`config.mk`:
```
export PLATFORM = sky130hd
export DESIGN_NAME = ubsc_top
export DESIGN_NICKNAME = d
export VERILOG_FILES = /design/src/rtl/ubsc_pkg.sv /design/src/rtl/ubsc_top.sv
export SDC_FILE = /design/constraint.sdc
export NUM_CORES = 1
export LEC_CHECK = 0
export ABC_AREA = 0
export CORE_MARGIN = 5
export CORE_UTILIZATION = 55
export CTS_CLUSTER_DIAMETER = 80
export DETAILED_ROUTE_END_ITERATION = 10
export DONT_BUFFER_PORTS = 1
export PLACE_DENSITY_LB_ADDON = 0.12
export SLEW_MARGIN = 20
export SYNTH_ARGS = -nofsm -noshare
export SYNTH_HDL_FRONTEND = slang
export SYNTH_SLANG_ARGS = --single-unit
```
`constraint.sdc`:
```
create_clock -name mclk -period 1.46 [get_ports mclk]
set_clock_uncertainty 0.1 [all_clocks]
set_input_delay 0 -clock mclk [delete_from_list [all_inputs] [get_ports mclk]]
set_output_delay 0 -clock mclk [all_outputs]
set_load 0.02 [all_outputs]
```
`src/rtl/ubsc_pkg.sv`:
```
// Constants, field layouts and state record for the utility bus select block.
// Assumes a single 100 MHz mclk that also serves as the ISA system clock.
//
// Overview of operation
// - Bank pick output low selects first decoder, high selects second decoder.
// - Bank pick and select code follow the decode of the ISA address lines.
// - Clock-chip latch strobe forces bank pick active two clocks from write falling.
// - Bank pick stays high for invalid addresses or non utility bus accesses.
// - Writing one to control bit 0 pulses soft CPU reset low for four clocks.
// - No new soft reset pulse until control bit 0 has been written back to zero.
// - Reset drives soft CPU reset high and clears control bit 0.
// - Control bit 1 written zero drives address-20 gate low, one drives it high.
// - Address-20 gate output is low while and after reset.
// - Floppy location offset 7 reads with IDE decode disabled put the inverted media change input on data bit 7.
// - Decode enable register A chooses primary or secondary floppy location.
// - Three-bit select code drives the decoders and is all ones during reset.
// - Media change strap low at reset end disables floppy readback and selects.

package ubsc_pkg;

    ////////////////////////////////////////////////////////////////////////////
    // Register map
    localparam logic [7:0] SYSCTL_OFS = 8'h92;
    localparam logic [7:0] DECA_OFS = 8'h40;
    localparam logic [7:0] STATUS_OFS = 8'h41;

    // Fields
    localparam int SYSCTL_RST_BIT = 0;
    localparam int SYSCTL_A20_BIT = 1;
    localparam int DECA_FLOPPY_EN_BIT = 0;
    localparam int DECA_FLOPPY_SEC_BIT = 1;
    localparam int DECA_IDE_EN_BIT = 2;

    // Reset values
    localparam logic [7:0] SYSCTL_RST_VAL = 8'h00;
    localparam logic [7:0] DECA_RST_VAL = 8'h05;
    localparam logic [2:0] CODE_IDLE = 3'h7;

    ////////////////////////////////////////////////////////////////////////////
    // Timing, in system clock periods
    localparam logic [2:0] SOFT_RST_CYCLES = 3'h4;
    localparam logic [1:0] LATCH_CYCLES = 2'h2;
    localparam logic [1:0] STRAP_DELAY = 2'h2;

    ////////////////////////////////////////////////////////////////////////////
    // I/O locations
    localparam logic [15:0] KBC_DATA_IO = 16'h0060;
    localparam logic [15:0] KBC_CMD_IO = 16'h0064;
    localparam logic [15:0] CLK_ADDR_IO = 16'h0070;
    localparam logic [15:0] CLK_DATA_IO = 16'h0071;
    localparam logic [15:0] FLOPPY_PRI_BASE = 16'h03F0;
    localparam logic [15:0] FLOPPY_SEC_BASE = 16'h0370;
    localparam logic [15:0] IDE_BASE = 16'h01F0;
    localparam logic [2:0] MEDIA_OFS = 3'h7;
    localparam logic [2:0] FDC_IDE_HOLE = 3'h6;

    // Select codes and banks
    localparam logic [2:0] CODE_CLK = 3'h0;
    localparam logic [2:0] CODE_KBC = 3'h1;
    localparam logic [2:0] CODE_FLOPPY = 3'h2;
    localparam logic [2:0] CODE_IDE = 3'h0;
    localparam logic BANK_FIRST = 1'b0;
    localparam logic BANK_SECOND = 1'b1;

    ////////////////////////////////////////////////////////////////////////////
    // Types
    typedef struct packed {
        logic hit;
        logic bank;
        logic [2:0] code;
    } ubsc_dec_t;

    typedef struct packed {
        logic [16:0] sa_s1;
        logic [16:0] sa_s2;
        logic av_s1;
        logic av_s2;
        logic ior_s1;
        logic ior_s2;
        logic iow_s1;
        logic iow_s2;
        logic iow_d;
        logic mc_s1;
        logic mc_s2;
        logic [1:0] boot_cnt;
        logic boot_done;
        logic strap;
        logic [7:0] sysctl;
        logic [7:0] deca;
        logic [2:0] rst_cnt;
        logic [1:0] latch_cnt;
        logic bank_n;
        logic [2:0] code;
        logic latch_n;
        logic sd7_out;
        logic sd7_oe_n;
        logic [7:0] rdata;
    } ubsc_state_t;

endpackage

```
`src/rtl/ubsc_top.sv`:
```
// Utility bus decoder bank select, select code, clock latch, soft CPU reset,
// address-20 gate and media change readback on data bit 7.
// Assumes ISA address and commands arrive asynchronously; mclk is the system clock.
//
// The plain strobed port was chosen for this implementation.
`timescale 1ns/1ns
`default_nettype none

module ubsc_top (
    // Clock and reset
    input wire logic mclk,
    input wire logic rst_n,
    // Register port
    input wire logic [7:0] reg_addr,
    input wire logic [7:0] reg_wdata,
    input wire logic reg_wr,
    input wire logic reg_rd,
    output logic [7:0] reg_rdata,
    // ISA side
    input wire logic [16:0] isa_sa,
    input wire logic isa_addr_valid,
    input wire logic isa_ior_n,
    input wire logic isa_iow_n,
    input wire logic media_change_in,
    output logic sd7_out,
    output logic sd7_oe_n,
    // Utility bus decoders
    output logic decoder_bank_pick_n,
    output logic [2:0] peripheral_select_code,
    output logic clock_chip_latch_n,
    // CPU glue
    output logic soft_cpu_reset_n,
    output logic addr20_gate_out
);

    ////////////////////////////////////////////////////////////////////////////
    // Address decode
    function automatic ubsc_pkg::ubsc_dec_t ubsc_decode(input logic [15:0] io, input logic [7:0] deca,
                                                       input logic floppy_ok);
        ubsc_pkg::ubsc_dec_t d;
        logic [15:0] fbase;
        d.hit = 1'b0;
        d.bank = ubsc_pkg::BANK_SECOND;
        d.code = ubsc_pkg::CODE_IDLE;
        fbase = deca[ubsc_pkg::DECA_FLOPPY_SEC_BIT] ? ubsc_pkg::FLOPPY_SEC_BASE : ubsc_pkg::FLOPPY_PRI_BASE;
        if (io == ubsc_pkg::CLK_ADDR_IO || io == ubsc_pkg::CLK_DATA_IO) begin
            d.hit = 1'b1;
            d.bank = ubsc_pkg::BANK_FIRST;
            d.code = ubsc_pkg::CODE_CLK;
        end else if (io == ubsc_pkg::KBC_DATA_IO || io == ubsc_pkg::KBC_CMD_IO) begin
            d.hit = 1'b1;
            d.bank = ubsc_pkg::BANK_FIRST;
            d.code = ubsc_pkg::CODE_KBC;
        end else if (io[15:3] == fbase[15:3] && io[2:0] != ubsc_pkg::FDC_IDE_HOLE
                     && deca[ubsc_pkg::DECA_FLOPPY_EN_BIT] && floppy_ok) begin
            d.hit = 1'b1;
            d.bank = ubsc_pkg::BANK_FIRST;
            d.code = ubsc_pkg::CODE_FLOPPY;
        end else if (io[15:3] == ubsc_pkg::IDE_BASE[15:3] && deca[ubsc_pkg::DECA_IDE_EN_BIT]) begin
            d.hit = 1'b1;
            d.bank = ubsc_pkg::BANK_SECOND;
            d.code = ubsc_pkg::CODE_IDE;
        end
        return d;
    endfunction

    ////////////////////////////////////////////////////////////////////////////
    // State
    ubsc_pkg::ubsc_state_t st_r;
    ubsc_pkg::ubsc_state_t st_nxt;
    ubsc_pkg::ubsc_dec_t dec;
    logic [15:0] fbase;
    logic iow_fall;
    logic sysctl_wr;

    always_comb begin
        st_nxt = st_r;
        // Two-flop synchronisers
        st_nxt.sa_s1 = isa_sa;
        st_nxt.sa_s2 = st_r.sa_s1;
        st_nxt.av_s1 = isa_addr_valid;
        st_nxt.av_s2 = st_r.av_s1;
        st_nxt.ior_s1 = isa_ior_n;
        st_nxt.ior_s2 = st_r.ior_s1;
        st_nxt.iow_s1 = isa_iow_n;
        st_nxt.iow_s2 = st_r.iow_s1;
        st_nxt.iow_d = st_r.iow_s2;
        st_nxt.mc_s1 = media_change_in;
        st_nxt.mc_s2 = st_r.mc_s1;

        // Strap capture once the synchroniser holds a settled value
        if (!st_r.boot_done) begin
            if (st_r.boot_cnt == ubsc_pkg::STRAP_DELAY) begin
                st_nxt.strap = st_r.mc_s2;
                st_nxt.boot_done = 1'b1;
            end else begin
                st_nxt.boot_cnt = st_r.boot_cnt + 2'h1;
            end
        end

        // Register writes
        sysctl_wr = reg_wr && reg_addr == ubsc_pkg::SYSCTL_OFS;
        if (sysctl_wr) begin
            st_nxt.sysctl = {6'h00, reg_wdata[ubsc_pkg::SYSCTL_A20_BIT:ubsc_pkg::SYSCTL_RST_BIT]};
        end
        if (reg_wr && reg_addr == ubsc_pkg::DECA_OFS) begin
            st_nxt.deca = {5'h00, reg_wdata[2:0]};
        end

        // Soft reset pulse on a zero-to-one change of bit 0 only
        if (st_r.rst_cnt != 3'h0) begin
            st_nxt.rst_cnt = st_r.rst_cnt - 3'h1;
        end else if (sysctl_wr && reg_wdata[ubsc_pkg::SYSCTL_RST_BIT]
                     && !st_r.sysctl[ubsc_pkg::SYSCTL_RST_BIT]) begin
            st_nxt.rst_cnt = ubsc_pkg::SOFT_RST_CYCLES;
        end

        // Register reads, data one cycle later
        st_nxt.rdata = 8'h00;
        if (reg_rd) begin
            case (reg_addr)
                ubsc_pkg::SYSCTL_OFS: st_nxt.rdata = st_r.sysctl;
                ubsc_pkg::DECA_OFS: st_nxt.rdata = st_r.deca;
                ubsc_pkg::STATUS_OFS: st_nxt.rdata = {5'h00, st_r.strap, st_r.mc_s2, st_r.rst_cnt != 3'h0};
                default: st_nxt.rdata = 8'h00;
            endcase
        end

        // Decoder bank and select code
        dec = ubsc_decode(st_r.sa_s2[15:0], st_r.deca, st_r.strap && st_r.boot_done);
        iow_fall = st_r.iow_d && !st_r.iow_s2;
        if (st_r.av_s2 && iow_fall && st_r.sa_s2[15:0] == ubsc_pkg::CLK_ADDR_IO) begin
            st_nxt.latch_cnt = ubsc_pkg::LATCH_CYCLES;
        end else if (st_r.latch_cnt != 2'h0) begin
            st_nxt.latch_cnt = st_r.latch_cnt - 2'h1;
        end
        if (st_nxt.latch_cnt != 2'h0) begin
            st_nxt.bank_n = ubsc_pkg::BANK_FIRST;
            st_nxt.code = ubsc_pkg::CODE_CLK;
            st_nxt.latch_n = 1'b0;
        end else if (st_r.av_s2 && dec.hit) begin
            st_nxt.bank_n = dec.bank;
            st_nxt.code = dec.code;
            st_nxt.latch_n = 1'b1;
        end else begin
            st_nxt.bank_n = 1'b1;
            st_nxt.code = ubsc_pkg::CODE_IDLE;
            st_nxt.latch_n = 1'b1;
        end

        // Media change readback on data bit 7
        fbase = st_r.deca[ubsc_pkg::DECA_FLOPPY_SEC_BIT] ? ubsc_pkg::FLOPPY_SEC_BASE : ubsc_pkg::FLOPPY_PRI_BASE;
        if (st_r.av_s2 && !st_r.ior_s2 && st_r.sa_s2[15:0] == {fbase[15:3], ubsc_pkg::MEDIA_OFS}
            && st_r.deca[ubsc_pkg::DECA_FLOPPY_EN_BIT] && !st_r.deca[ubsc_pkg::DECA_IDE_EN_BIT]
            && st_r.strap && st_r.boot_done) begin
            st_nxt.sd7_out = !st_r.mc_s2;
            st_nxt.sd7_oe_n = 1'b0;
        end else begin
            st_nxt.sd7_out = 1'b0;
            st_nxt.sd7_oe_n = 1'b1;
        end
    end

    ////////////////////////////////////////////////////////////////////////////
    // State register
    always_ff @(posedge mclk or negedge rst_n) begin
        if (!rst_n) begin
            st_r.sa_s1 <= 17'h00000;
            st_r.sa_s2 <= 17'h00000;
            st_r.av_s1 <= 1'b0;
            st_r.av_s2 <= 1'b0;
            st_r.ior_s1 <= 1'b1;
            st_r.ior_s2 <= 1'b1;
            st_r.iow_s1 <= 1'b1;
            st_r.iow_s2 <= 1'b1;
            st_r.iow_d <= 1'b1;
            st_r.mc_s1 <= 1'b0;
            st_r.mc_s2 <= 1'b0;
            st_r.boot_cnt <= 2'h0;
            st_r.boot_done <= 1'b0;
            st_r.strap <= 1'b0;
            st_r.sysctl <= ubsc_pkg::SYSCTL_RST_VAL;
            st_r.deca <= ubsc_pkg::DECA_RST_VAL;
            st_r.rst_cnt <= 3'h0;
            st_r.latch_cnt <= 2'h0;
            st_r.bank_n <= 1'b1;
            st_r.code <= ubsc_pkg::CODE_IDLE;
            st_r.latch_n <= 1'b1;
            st_r.sd7_out <= 1'b0;
            st_r.sd7_oe_n <= 1'b1;
            st_r.rdata <= 8'h00;
        end else begin
            st_r <= st_nxt;
        end
    end

    ////////////////////////////////////////////////////////////////////////////
    // Outputs
    assign reg_rdata = st_r.rdata;
    assign sd7_out = st_r.sd7_out;
    assign sd7_oe_n = st_r.sd7_oe_n;
    assign decoder_bank_pick_n = st_r.bank_n;
    assign peripheral_select_code = st_r.code;
    assign clock_chip_latch_n = st_r.latch_n;
    assign soft_cpu_reset_n = (st_r.rst_cnt == 3'h0);
    assign addr20_gate_out = st_r.sysctl[ubsc_pkg::SYSCTL_A20_BIT];

endmodule

`default_nettype wire

```
# After elaboration in Yosys (flattened, before gate mapping)
# Cells that the tools add are included.
[word_totals]
regBits = 70
input_bits = 41
out_inout_bits = 17
[op_classes]
addsub = 3
bitwise_logic = 2
n_mux = 16
eq_ne = 12
reduce_logical = 33
[op_table]
columns = ["operator", "n"]
rows = [
  ["equality test 16 x 7 -> 1 bit (second input constant)", 4],
  ["two-way mux 5 bit", 6],
  ["logical AND 1 bit", 19],
  ["equality test 16 x 10 -> 1 bit", 1],
  ["equality test 8 x 7 -> 1 bit (second input constant)", 2],
  ["equality test 13 x 6 -> 1 bit (second input constant)", 1],
  ["equality test 13 x 7 -> 1 bit", 1],
  ["two-way mux 2 bit", 5],
  ["two-way mux 3 bit", 3],
  ["case mux 3 bit (3 select lines)", 1],
  ["equality test 8 bit (second input constant)", 1],
  ["two-way mux 8 bit", 1],
  ["nonzero test 2 bit", 3],
  ["zero test 1 bit", 5],
  ["AND reduction 2 bit", 2],
  ["zero test 3 bit", 1],
  ["!= test 3 bit (second input constant)", 1],
  ["nonzero test 3 bit", 1],
  ["subtractor 3 x 1 -> 3 bit (second input constant)", 1],
  ["adder 2 x 1 -> 2 bit (second input constant)", 1],
  ["equality test 2 bit (second input constant)", 1],
  ["logical OR 1 bit", 2],
  ["NOT 1 bit", 2],
  ["subtractor 2 x 1 -> 2 bit (second input constant)", 1],
]

# Logic depth before layout (Yosys ltp)
# Gate-level depths: netlist of run 1.
[depth]
word_depth = 11
mapped_depth = 6
ltp_nobuf = 5

# Worst setup path after synthesis of run 1
# OpenSTA, ideal clock, no wires.
[synth_timing]
kind = "register to register"
startpoint = "register st_r[20] in the netlist's numbering"
endpoint = "register st_r (netlist bit peripheral_select_code[0])"
setup_ns = 0.084
period_less_slack_ns = 1.497
n_path_buf = 0
setup_slack_ns = -0.037
t_arrival_ns = 1.313
stages_incl_launch_ff = 5
cell_sequence = "dfstp_2 > nand4_1 > or3b_2 > a21boi_0 > nor3_1"
[synth_rtl]
columns = ["element", "line_no", "source"]
rows = [
  ["from (decl)", "ubsc_top.sv:69", "ubsc_pkg::ubsc_state_t st_r;"],
]

# Worst setup path after layout of run 1
[layout_timing]
startpoint = "input port reg_addr[0]"
endpoint = "register st_r[20] in the netlist's numbering"
[layout_between]
elab_chain_cells = 2
[layout_rtl]
columns = ["element", "line_no", "source"]
rows = [
  ["from (decl)", "ubsc_top.sv:14", "input wire logic [7:0] reg_addr,"],
  ["equality test 8 x 7 -> 1 bit", "ubsc_top.sv:106", "if (reg_wr && reg_addr == ubsc_pkg::DECA_OFS) begin"],
  ["logical AND 1 bit", "ubsc_top.sv:106", ""],
]
# No other way between the ends.
# A chain may end at the register's enable or synchronous reset.

==> summary.md, run 1 <==
| Metric | Value |
|---|---|
| Outcome | `finished with violations` |
| Violated checks | `negative hold slack, negative setup slack` |
| Via count of the first global-routing pass | `between 1,000 and 1,500` |
| Routed wire length per instance | `~16 um` |
| Largest family of logic cells by synthesized area | `simple AND/OR/NAND/NOR gates` |
| Area Overhead vs Synth | `26.46%` |
| Initial antenna violation count | `0` |
| Post-route DRC | `0` |
| Startpoint Class | `primary input` |
| Top cells by area, synth | `dfrtp_1, dfstp_2, buf_4` |
| Multi-input combinational cell area | `596.8 um2` |
| Max Cap Violations | `0` |
| Largest net degree at the start of global routing | `66` |
| Mapped cell area | `2265 um2` |
| TritonCTS clock tree | `built` |
| Area share of and/or/nand/nor cells after synthesis | `around an eighth` |
| Netlist cell types | `37` |
| Drt initial violations | `80` |
| Hold crit path type | `primary input to asynchronous set/reset pin` |
| Fmax achieved | `~660 MHz` |
| I/O pin cnt | `between 50 and 60` |
| Clock Latency Late Sink | `0.33 ns` |
| Worst setup EP type | `flop` |
| Most frequent cells in the layout | `dfrtp_1, dlygate4sd3_1, dfstp_2` |
| Layout cell share with drive strength beyond 1 | `between 20% and 30%` |
| Final GP Congestion | `~0.84` |
| Post-layout util | `71.60%` |
| Clock Pin Slew Worst Setup and Hold Paths | `roughly 0.07 ns` |
| Final max-slew violation count | `0` |
| Core area | `approximately 4000 um2` |
| Complex-gate fraction of the synthesized area | `about 3.4%` |
| First-pass detailed-route iteration total | `5` |
| Post-synthesis mux area share | `4.807%` |
| H-tree depth | `3` |
| Die area | `~5500 um2` |
| Avg Cell Area, Syn | `about 14 um2` |
| DR vias | `about 1,300` |
| Pwr Density | `1285 nW/um2` |
| Routed Antenna Nets | `0` |
| R2R Setup Slk | `0 ns` |
| Clock buffer depth | `2` |
| Final Hold Viols | `67` |
| Top cell type's share of synthesized area | `~57%` |
| Seq/Total Area, Yosys | `between 70 and 80%` |
| GR Overflow Total | `0` |
| Yosys top cell by area | `dfrtp_1` |
| Part of the cycle the worst path needs | `104.3%` |
| DIE WIDTH | `~74 um` |
| Clk root buf | `clkbuf_8` |
| Worst EP arrival | `1.68 ns` |
| Die height | `74.17 um` |
| Setup-failing EPs final | `2` |
| RSZ-0062 raised after global routing | `true` |
| Seq cells post-synth | `65` |
| GRT Util Overall | `16.08%` |
| Global-route wire length before repair | `6.341 mm` |
| Setup_tns | `-0.06525 ns` |
| Rows | `23` |
| Worst Hold Slack | `-0.7425 ns` |
| Commonest non-fill, non-tap cell in the layout | `dfrtp_1` |
| Seq. cell area | `1643 um2` |
| Vias per cell | `a little over 5` |
| Dpl hpwl | `2.338 mm` |
| Fin crit period | `~1.5 ns` |
| Num CTS Buffers | `9` |
| Maximum vdd drop | `slightly above 900 uV` |
| NumNets Final | `around 240` |
| Setup WS post-layout | `-0.06259 ns` |
| Fraction of the mapped netlist area in adder cells | `between 1 and 1.5%` |
| CP max FO | `4` |
| Crit path required time | `1.62 ns` |
| Pwr Total | `3.679 mW` |
| Crit Path Class | `primary input to flop` |
| Number of clock sinks | `65` |
| Yosys warns | `0` |
| PortBufs | `0` |
| Post-Route WL | `between 3 and 4 mm` |
| Leak | `1.242 nW` |
| Filler cells | `~250` |
| ANT cells | `0` |
| Mapped Cells | `between 150 and 200` |
| Initial core utilization | `~57%` |
| Synth Area in XOR/XNOR | `0.7735%` |
[per-layer routing]
metal / vias up / GRT usage, % / wire [um]
met1: 631 / 19.07 / 1597
met3: 9 / 5.541 / 250
met5: - / 0 / 0
met4: 0 / 9.457 / 70
met2: 45 / 25.49 / 2056
li1: 607 / - / -
[cells in the mapped netlist, drive strengths merged]
cell type / number
nor3: 5
nand4b: 1
inv: 4
a31oi: 1
o21bai: 1
nor2b: 3
nand4: 3
nand3b: 1
a21o: 1
or2: 1
nor2: 14
xnor2: 2
nor4: 1
and3: 1
ha: 2
nor4b: 2
mux2i: 3
conb: 1
o21ai: 4
a41oi: 1
a2bb2oi: 1
dfstp: 13
a21boi: 1
clkbuf: 1
nor3b: 3
mux2: 7
buf: 12
a21oi: 2
and4: 1
or3b: 1
dfrtp: 52
nand3: 2
nand4bb: 1
or4b: 1
nand2: 8
[final cells by class]
type / count / share of cell area (%)
clock buffer: 10 / 4.456
clock inverter: 6 / 1.529
inverter: 4 / 0.5242
multi-input combinational: 80 / 20.84
sequential: 65 / 57.36
tap: 50 / 2.184
timing repair buffer: 40 / 13.11
[worst paths after layout]
path	cells after the start	from	endpoint
worst max-delay path	5	reg_addr[0]	st_r[20]
worst min-delay path	0	rst_n	st_nxt[47]
max in group asynchronous	0	rst_n	st_r[45]
min in group mclk	3	reg_addr[4]	reg_rdata[0]
worst max register to register	4	st_r[20]	peripheral_select_code[0]
worst min register to register	0	st_nxt[59]	st_r[59]
[critical path: stages]
cell and delay (ns):
dlygate4sd3_1 0.64, nor3b_4 0.29, nand2_1 0.10, dlygate4sd3_1 0.56
o21ai_0 0.08
[logic make-up (layout without fill, tap and decap cells)]
group,after synthesis,after routing
AND/OR/NAND/NOR,49,49
flip-flops,65,65
other,1,5
AO/OA/AOI/OAI,12,12
adder cells (fa/ha/maj),2,2
buffers and inverters,17,60
XOR/XNOR,2,2
multiplexers,10,10
[timing repair]
item	4_1_cts	5_1_grt
setup endpoints to repair	8	12
pin swaps	3	10
hold buffers	28	2
buffers inserted	0	3
endpoints found under the hold margin	93	71
gates resized for setup	4	12
[state kept, by name, summed over array words and instances, names as in the netlist]
register	cells
st_r	33
clock_chip_latch_n	1
sd7_out	1
decoder_bank_pick_n	1
st_nxt	21
sd7_oe_n	1
peripheral_select_code	3
reg_rdata	3
addr20_gate_out	1
[power by group]
group / total (mW) / internal, mW / switching [mW]
combinational: 0.396 / 0.216 / 0.180
sequential: 2.00 / 1.92 / 0.0756
clock: 1.29 / 0.617 / 0.669
[per-stage QoR]
stage | hold WS (ns) | setup slack (ns) | std cells | area (um2)
6_report | -0.7425 | -0.06259 | 255 | 2864
5_1_grt | -0.7672 | -0.1263 | 255 | 2864
4_1_cts | -0.7499 | 0.01231 | 250 | 2773
3_5_place_dp | -0.3941 | -0.1432 | 206 | 2303
3_3_place_gp | -0.3938 | -0.07551 | 206 | 2303
2_1_floorplan | -0.3956 | 0.01569 | 162 | 2280
No activity file was read; power rests on OpenSTA's default activity.
==> run 2: changes to the inputs <==
--- a/config.mk
+++ b/config.mk
@@ -12,7 +12,10 @@
 export DETAILED_ROUTE_END_ITERATION = 10
 export DONT_BUFFER_PORTS = 1
 export PLACE_DENSITY_LB_ADDON = 0.12
+export REMOVE_ABC_BUFFERS = 1
+export SKIP_LAST_GASP = 1
 export SLEW_MARGIN = 20
 export SYNTH_ARGS = -nofsm -noshare
 export SYNTH_HDL_FRONTEND = slang
 export SYNTH_SLANG_ARGS = --single-unit
+export TNS_END_PERCENT = 5
==> run 2 against run 1 <==
  * Flip-flop and latch count unchanged
  * Clock power about the same
  * Final cell count down 1.2%
  * Critical path depth down 1
  * Clock-buffer cell count up 3
  * Sequential power about the same
  * Combinational power down 14%
  * The run still ends with negative hold slack, negative setup slack left
  * Fmax up 2.8%
  * Hold slack about the same
  * Die area unchanged
  * Core utilization down 1.2 points
==> summary.md, run 2 (same netlist as run 1, synthesis figures left out) <==
| Metric | Value |
|---|---|
| Maximum vdd drop | `1088 uV (+18%)` |
| Leak | `1.231 nW (-0.94%)` |
| Placed Cells | `206 (unchanged)` |
| PortBufs | `0 (unchanged)` |
| CP max FO | `2 (-2)` |
| Hold crit path type | `primary input to asynchronous set/reset pin` |
| Most frequent cells in the layout | `dfrtp_1, dlygate4sd3_1, nor2_1` |
| Final max-slew violation count | `0 (unchanged)` |
| TritonCTS clock tree | `built` |
| Routed wire length per instance | `14.55 um (-6.6%)` |
| Routed Antenna Nets | `0 (unchanged)` |
| Crit path required time | `1.61 ns (about the same)` |
| DIE WIDTH | `74.17 um (unchanged)` |
| Final Hold Viols | `73 (+9.0%)` |
| Crit Path Class | `flop to flop` |
| GR Overflow Total | `0 (unchanged)` |
| Clock buffer depth | `2 (unchanged)` |
| H-tree depth | `3 (unchanged)` |
| First-pass detailed-route iteration total | `4 (-1)` |
| Initial core utilization | `56.62% (unchanged)` |
| Global-route wire length before repair | `5.727 mm (-9.7%)` |
| Worst EP arrival | `1.63 ns (-0.05 ns)` |
| I/O pin cnt | `58 (unchanged)` |
| Core area | `4000 um2 (unchanged)` |
| Clock Pin Slew Worst Setup and Hold Paths | `0.07 ns (about the same)` |
| Initial antenna violation count | `0 (unchanged)` |
| Part of the cycle the worst path needs | `101.4% (-2.9 points)` |
| Startpoint Class | `flop` |
| Clock Latency Late Sink | `0.33 ns (about the same)` |
| Drt initial violations | `37 (-54%)` |
| Fin crit period | `1.481 ns (-0.04161 ns)` |
| Area Overhead vs Synth | `24.36%` |
| Fmax achieved | `675.2 MHz (+2.8%)` |
| Largest net degree at the start of global routing | `66 (unchanged)` |
| Number of clock sinks | `65 (unchanged)` |
| Post-route DRC | `0 (unchanged)` |
| Post-Route WL | `3.667 mm (-7.7%)` |
| Hold buffers post-CTS | `28 (unchanged)` |
| Clk root buf | `clkbuf_8` |
| Dpl hpwl | `2.319 mm (-0.80%)` |
| RSZ-0062 raised after global routing | `true` |
| Worst setup EP type | `flop` |
| Rows | `23 (unchanged)` |
| Critical path cell sequence | `nand4_1 > or3b_4 > a21boi_2 > nor3_1` |
| Delay-heaviest family, CP | `simple AND/OR/NAND/NOR gates` |
| CP max stage cell | `dfstp_2` |
| CP bufs+invs | `0 (-2)` |
| Final GP Congestion | `0.8016 (-4.5%)` |
| GRT Util Overall | `14.58% (-1.5 points)` |
| Setup-failing EPs final | `4 (+2)` |
| Die height | `74.17 um (unchanged)` |
| ANT cells | `0 (unchanged)` |
| Worst path max stage delay | `0.53 ns (-0.11 ns)` |
| Commonest non-fill, non-tap cell in the layout | `dfrtp_1` |
| Worst Hold Slack | `-0.7425 ns (+0.00003600 ns)` |
| NumNets Final | `240 (-1.2%)` |
| Max Cap Violations | `0 (unchanged)` |
| Pwr Density | `1273 nW/um2 (-0.90%)` |
| Vias per cell | `5.000 (-1.3%)` |
| Die area | `5501 um2 (unchanged)` |
| Setup WS post-layout | `-0.02098 ns (+0.04161 ns)` |
| Largest Register | `st_r` |
| Num CTS Buffers | `9 (unchanged)` |
| Violated checks | `negative hold slack, negative setup slack` |
| Filler cells | `243 (-3.2%)` |
| Via count of the first global-routing pass | `1,306 (-2.9%)` |
| DR vias | `1,260 (-2.5%)` |
| Max reg flops | `33 (unchanged)` |
| Non-Filler Instances | `252 (-1.2%)` |
| Outcome | `finished with violations` |
| Layout cell share with drive strength beyond 1 | `25.74% (-3.5 points)` |
-- run 2: routing by layer --
metal	vias up	part of all wire (%)	global-route usage (%)
met5	-	0	0
met4	0	3.8	9.658
met3	12	7.5	6.081
met2	42	49	22.54
met1	606	40	16.61
li1	600	-	-
-- run 2: layout make-up --
type	instances	area [um2]	share of cell area [%]
flip-flops and latches	65	1643	58.33
inverters	4	15.01	0.5331
multi-input cells	80	579.3	20.57
repair buffers	37	347.8	12.35
well taps	50	62.56	2.221
clock buffers	13	148.9	5.287
clock inverters	3	20.02	0.7108
-- run 2: through the flow --
step | cell area (um2) | setup TNS, ns | setup WS [ns] | util, % | total power [mW]
finish | 2816 | -0.04303 | -0.02098 | 70.41 | 3.586
global route | 2816 | -0.6222 | -0.08813 | 70.41 | 3.770
CTS | 2770 | -0.03263 | -0.02205 | 69.25 | 3.621
detailed placement | 2303 | -0.7114 | -0.1757 | 57.59 | 2.293
global placement | 2303 | -0.3764 | -0.09238 | 57.59 | 2.259
floorplan | 2188 | -0.06515 | -0.03672 | - | 2.207
-- run 2: path summary, 6_finish.rpt --
kind,depth (start not counted),to,slack [ns],startpoint
setup / recovery,4,peripheral_select_code[0],-0.02,st_r[20]
hold / removal,0,st_r[58],-0.74,rst_n
setup reg to reg,4,peripheral_select_code[0],-0.02,st_r[20]
hold reg to reg,0,st_r[54],0.25,st_nxt[54]
max in group asynchronous,0,sd7_oe_n,1.80,rst_n
min in group mclk,2,reg_rdata[2],-0.20,reg_addr[1]
-- run 2: repair_timing --
| action | 4_1_cts | 5_1_grt |
|---|---|---|
| setup endpoints to repair | 8 | 11 |
| setup buffers | 0 | 2 |
| endpoints found under the hold margin | 95 | 72 |
| resized for setup | 5 | 5 |
| pin swaps | 2 | 8 |
-- run 2: where the power goes --
part,internal [mW],leakage [nW],switching [mW]
Clock,0.660,0.0796,0.603
Sequential,1.92,0.760,0.0608
Combinational,0.184,0.391,0.154
Total,2.77,1.23,0.818
==> run 3: changes to the inputs <==
--- a/config.mk
+++ b/config.mk
@@ -11,6 +11,7 @@
 export CTS_CLUSTER_DIAMETER = 80
 export DETAILED_ROUTE_END_ITERATION = 10
 export DONT_BUFFER_PORTS = 1
+export HOLD_SLACK_MARGIN = 0.15
 export PLACE_DENSITY_LB_ADDON = 0.12
 export REMOVE_ABC_BUFFERS = 1
 export SKIP_LAST_GASP = 1
==> run 3 against run 2 <==
  * Die area unchanged
  * Design area up 6.4%
  * The flow still finishes with violations (negative hold slack, negative setup slack)
  * Clock-buffer cell count did not move
  * First-iteration DRC count increased by 19%
  * Fmax grew 0.57%
  * Critical path depth did not move
==> summary.md, run 3 (same netlist as run 1, synthesis figures left out) <==
| Metric | Value |
|---|---|
| Outcome | `finished with violations` |
| Violated checks | `negative hold slack, negative setup slack` |
| TritonCTS clock tree | `built` |
| Final GP Congestion | `0.8016 (unchanged)` |
| Met3 WL | `282 um (+2.5%)` |
| Initial core utilization | `56.62% (unchanged)` |
| Worst Hold Slack | `-0.7360 ns (+0.006518 ns)` |
| Switching share of power | `22.89% (+0.067 points)` |
| P_int | `2.801 mW (+1.2%)` |
| Drt initial violations | `44 (+19%)` |
| Clock Latency Late Sink | `0.33 ns (about the same)` |
| GRT Util Overall | `17.05% (+2.5 points)` |
| Max Cap Violations | `0 (unchanged)` |
| Largest Register | `st_r` |
| Routed wire length per instance | `14.96 um (+2.8%)` |
| Reg power frac | `54.5% (-0.8 points)` |
| DIE WIDTH | `74.17 um (unchanged)` |
| Rows | `23 (unchanged)` |
| Logic pwr share | `10.5% (+1.1 points)` |
| Worst EP arrival | `1.62 ns (about the same)` |
| RSZ-0062 raised after global routing | `true` |
| Uppermost layer routed | `met4` |
| Clock Pin Slew Worst Setup and Hold Paths | `0.07 ns (about the same)` |
| GR Overflow Total | `0 (unchanged)` |
| Largest net degree at the start of global routing | `66 (unchanged)` |
| Seq. cell area | `1643 um2 (unchanged)` |
| Final max-slew violation count | `0 (unchanged)` |
| Vias per cell | `4.900 (-2.0%)` |
| Multi-input combinational cell area | `570.5 um2 (-1.5%)` |
| PortBufs | `0 (unchanged)` |
| Leak | `1.302 nW (+5.8%)` |
| Post-route DRC | `0 (unchanged)` |
| Sw Pwr | `0.8313 mW (+1.6%)` |
| Area Overhead vs Synth | `32.38%` |
| Routed met2 length | `2.190 mm (+22%)` |
| Num CTS Buffers | `9 (unchanged)` |
| Hold crit path type | `primary input to asynchronous set/reset pin` |
| First-pass detailed-route iteration total | `4 (unchanged)` |
| Max reg flops | `33 (unchanged)` |
| Global-route wire length before repair | `6.603 mm (+15%)` |
| Setup-failing EPs final | `3 (-1)` |
| Layout cell share with drive strength beyond 1 | `23.53% (-2.2 points)` |
| Dpl ws | `-0.1757 ns (unchanged)` |
| Critical path origin | `st_r[20]` |
| Hold buffers post-CTS | `47 (+68%)` |
| CP max FO | `2 (unchanged)` |
| Worst setup EP type | `flop` |
| Part of the cycle the worst path needs | `100.9% (-0.57 points)` |
| Setup WS post-layout | `-0.01260 ns (+0.008379 ns)` |
| Number of clock sinks | `65 (unchanged)` |
| Clk root buf | `clkbuf_8` |
| Crit path required time | `1.61 ns (about the same)` |
| H-tree depth | `3 (unchanged)` |
| Clk network pwr share | `35.0% (-0.2 points)` |
| DR vias | `1,328 (+5.4%)` |
| Post-Route WL | `4.054 mm (+11%)` |
| WL met1 | `1.520 mm (+4.8%)` |
| Initial antenna violation count | `0 (unchanged)` |
| Fmax achieved | `679.1 MHz (+0.57%)` |
| Core area | `4000 um2 (unchanged)` |
| Crit Reg-Reg Startpoint | `st_r[20]` |
| Most frequent cells in the layout | `dfrtp_1, dlygate4sd3_1, nor2_1` |
| Routed Antenna Nets | `0 (unchanged)` |
| Filler cells | `231 (-4.9%)` |
| Dpl hpwl | `2.319 mm (unchanged)` |
| Startpoint Class | `flop` |
| Die area | `5501 um2 (unchanged)` |
| Critical path cell sequence | `nand4_1 > or3b_4 > a21boi_2 > nor3_1` |
| Maximum vdd drop | `1191 uV (+9.5%)` |
| Fin crit period | `1.473 ns (-0.008379 ns)` |
| Crit Path Class | `flop to flop` |
| Setup_tns | `-0.02456 ns (+0.01847 ns)` |
| ANT cells | `0 (unchanged)` |
| Final Hold Viols | `73 (unchanged)` |
| I/O pin cnt | `58 (unchanged)` |
| NumNets Final | `259 (+7.9%)` |
| Die height | `74.17 um (unchanged)` |
| Pwr Density | `1212 nW/um2 (-4.8%)` |
| Via count of the first global-routing pass | `1,422 (+8.9%)` |
| Clock buffer depth | `2 (unchanged)` |
| CP max stage cell | `dfstp_2` |
| Worst path max stage delay | `0.52 ns (about the same)` |
| Commonest non-fill, non-tap cell in the layout | `dfrtp_1` |
-- run 3: changes by cell type in the layout (fill, tap and decap cells not counted) --
cell,delta
nor4b_2,+1
nor4b_4,-1
dlygate4sd3_1,+19
-- run 3: timing repair --
action | CTS | global route
setup buffers | 0 | 2
setup endpoints to repair | 8 | 10
gates resized for setup | 5 | 4
pin swaps | 2 | 5
hold endpoints to repair | 96 | 76
-- run 3: power groups by stage --
| stage | Sequential, mW | Combinational (mW) | Clock, mW |
|---|---|---|---|
| floorplan | 2.00 | 0.210 | 0 |
| global placement | 2.01 | 0.252 | 0 |
| detailed placement | 2.01 | 0.282 | 0 |
| CTS | 1.98 | 0.377 | 1.30 |
| global route | 1.99 | 0.426 | 1.40 |
| finish | 1.98 | 0.382 | 1.27 |
-- run 3: stage by stage --
step           cells  cell area, um2  utilization (%)  total power, mW  hold slack [ns]
2_1_floorplan    149            2188                -            2.207          -0.3956
3_3_place_gp     206            2303            57.59            2.259          -0.3939
3_5_place_dp     206            2303            57.59            2.293          -0.3940
4_1_cts          269            2960            74.01            3.660          -0.7515
5_1_grt          271            2998            74.95            3.819          -0.7672
6_report         271            2998            74.95            3.632          -0.7360
-- run 3: worst paths after layout --
check,endpoint,slack [ns],cells past startpoint
worst max register to register,peripheral_select_code[0],-0.01,4
worst min register to register,st_r[54],0.25,0
min in group mclk,reg_rdata[2],-0.20,2
worst max-delay path,peripheral_select_code[0],-0.01,4
worst min-delay path,st_nxt[52],-0.74,0
max in group asynchronous,sd7_oe_n,1.81,0
-- run 3: routing by layer --
metal / vias to the layer above / track usage [%]
li1: 639 / -
met1: 635 / 18.12
met2: 46 / 29.72
met3: 8 / 5.946
met4: 0 / 9.054
met5: - / 0
-- run 3: cell type report --
type	count	share of cell area, %
multi-input combinational	80	19.03
clock inverter	3	0.6678
clock buffer	13	4.967
tap	50	2.087
inverter	4	0.5008
sequential	65	54.80
timing repair buffer	56	17.95
-- run 3: worst max-delay path, delay by kind of cell, from the launching register on --
| kind | cells | cell delay, ns |
|---|---|---|
| AOI/OAI and AO/OA | 1 | 0.17 |
| DFF | 1 | 0.52 |
| and+or+nand+nor | 3 | 0.60 |
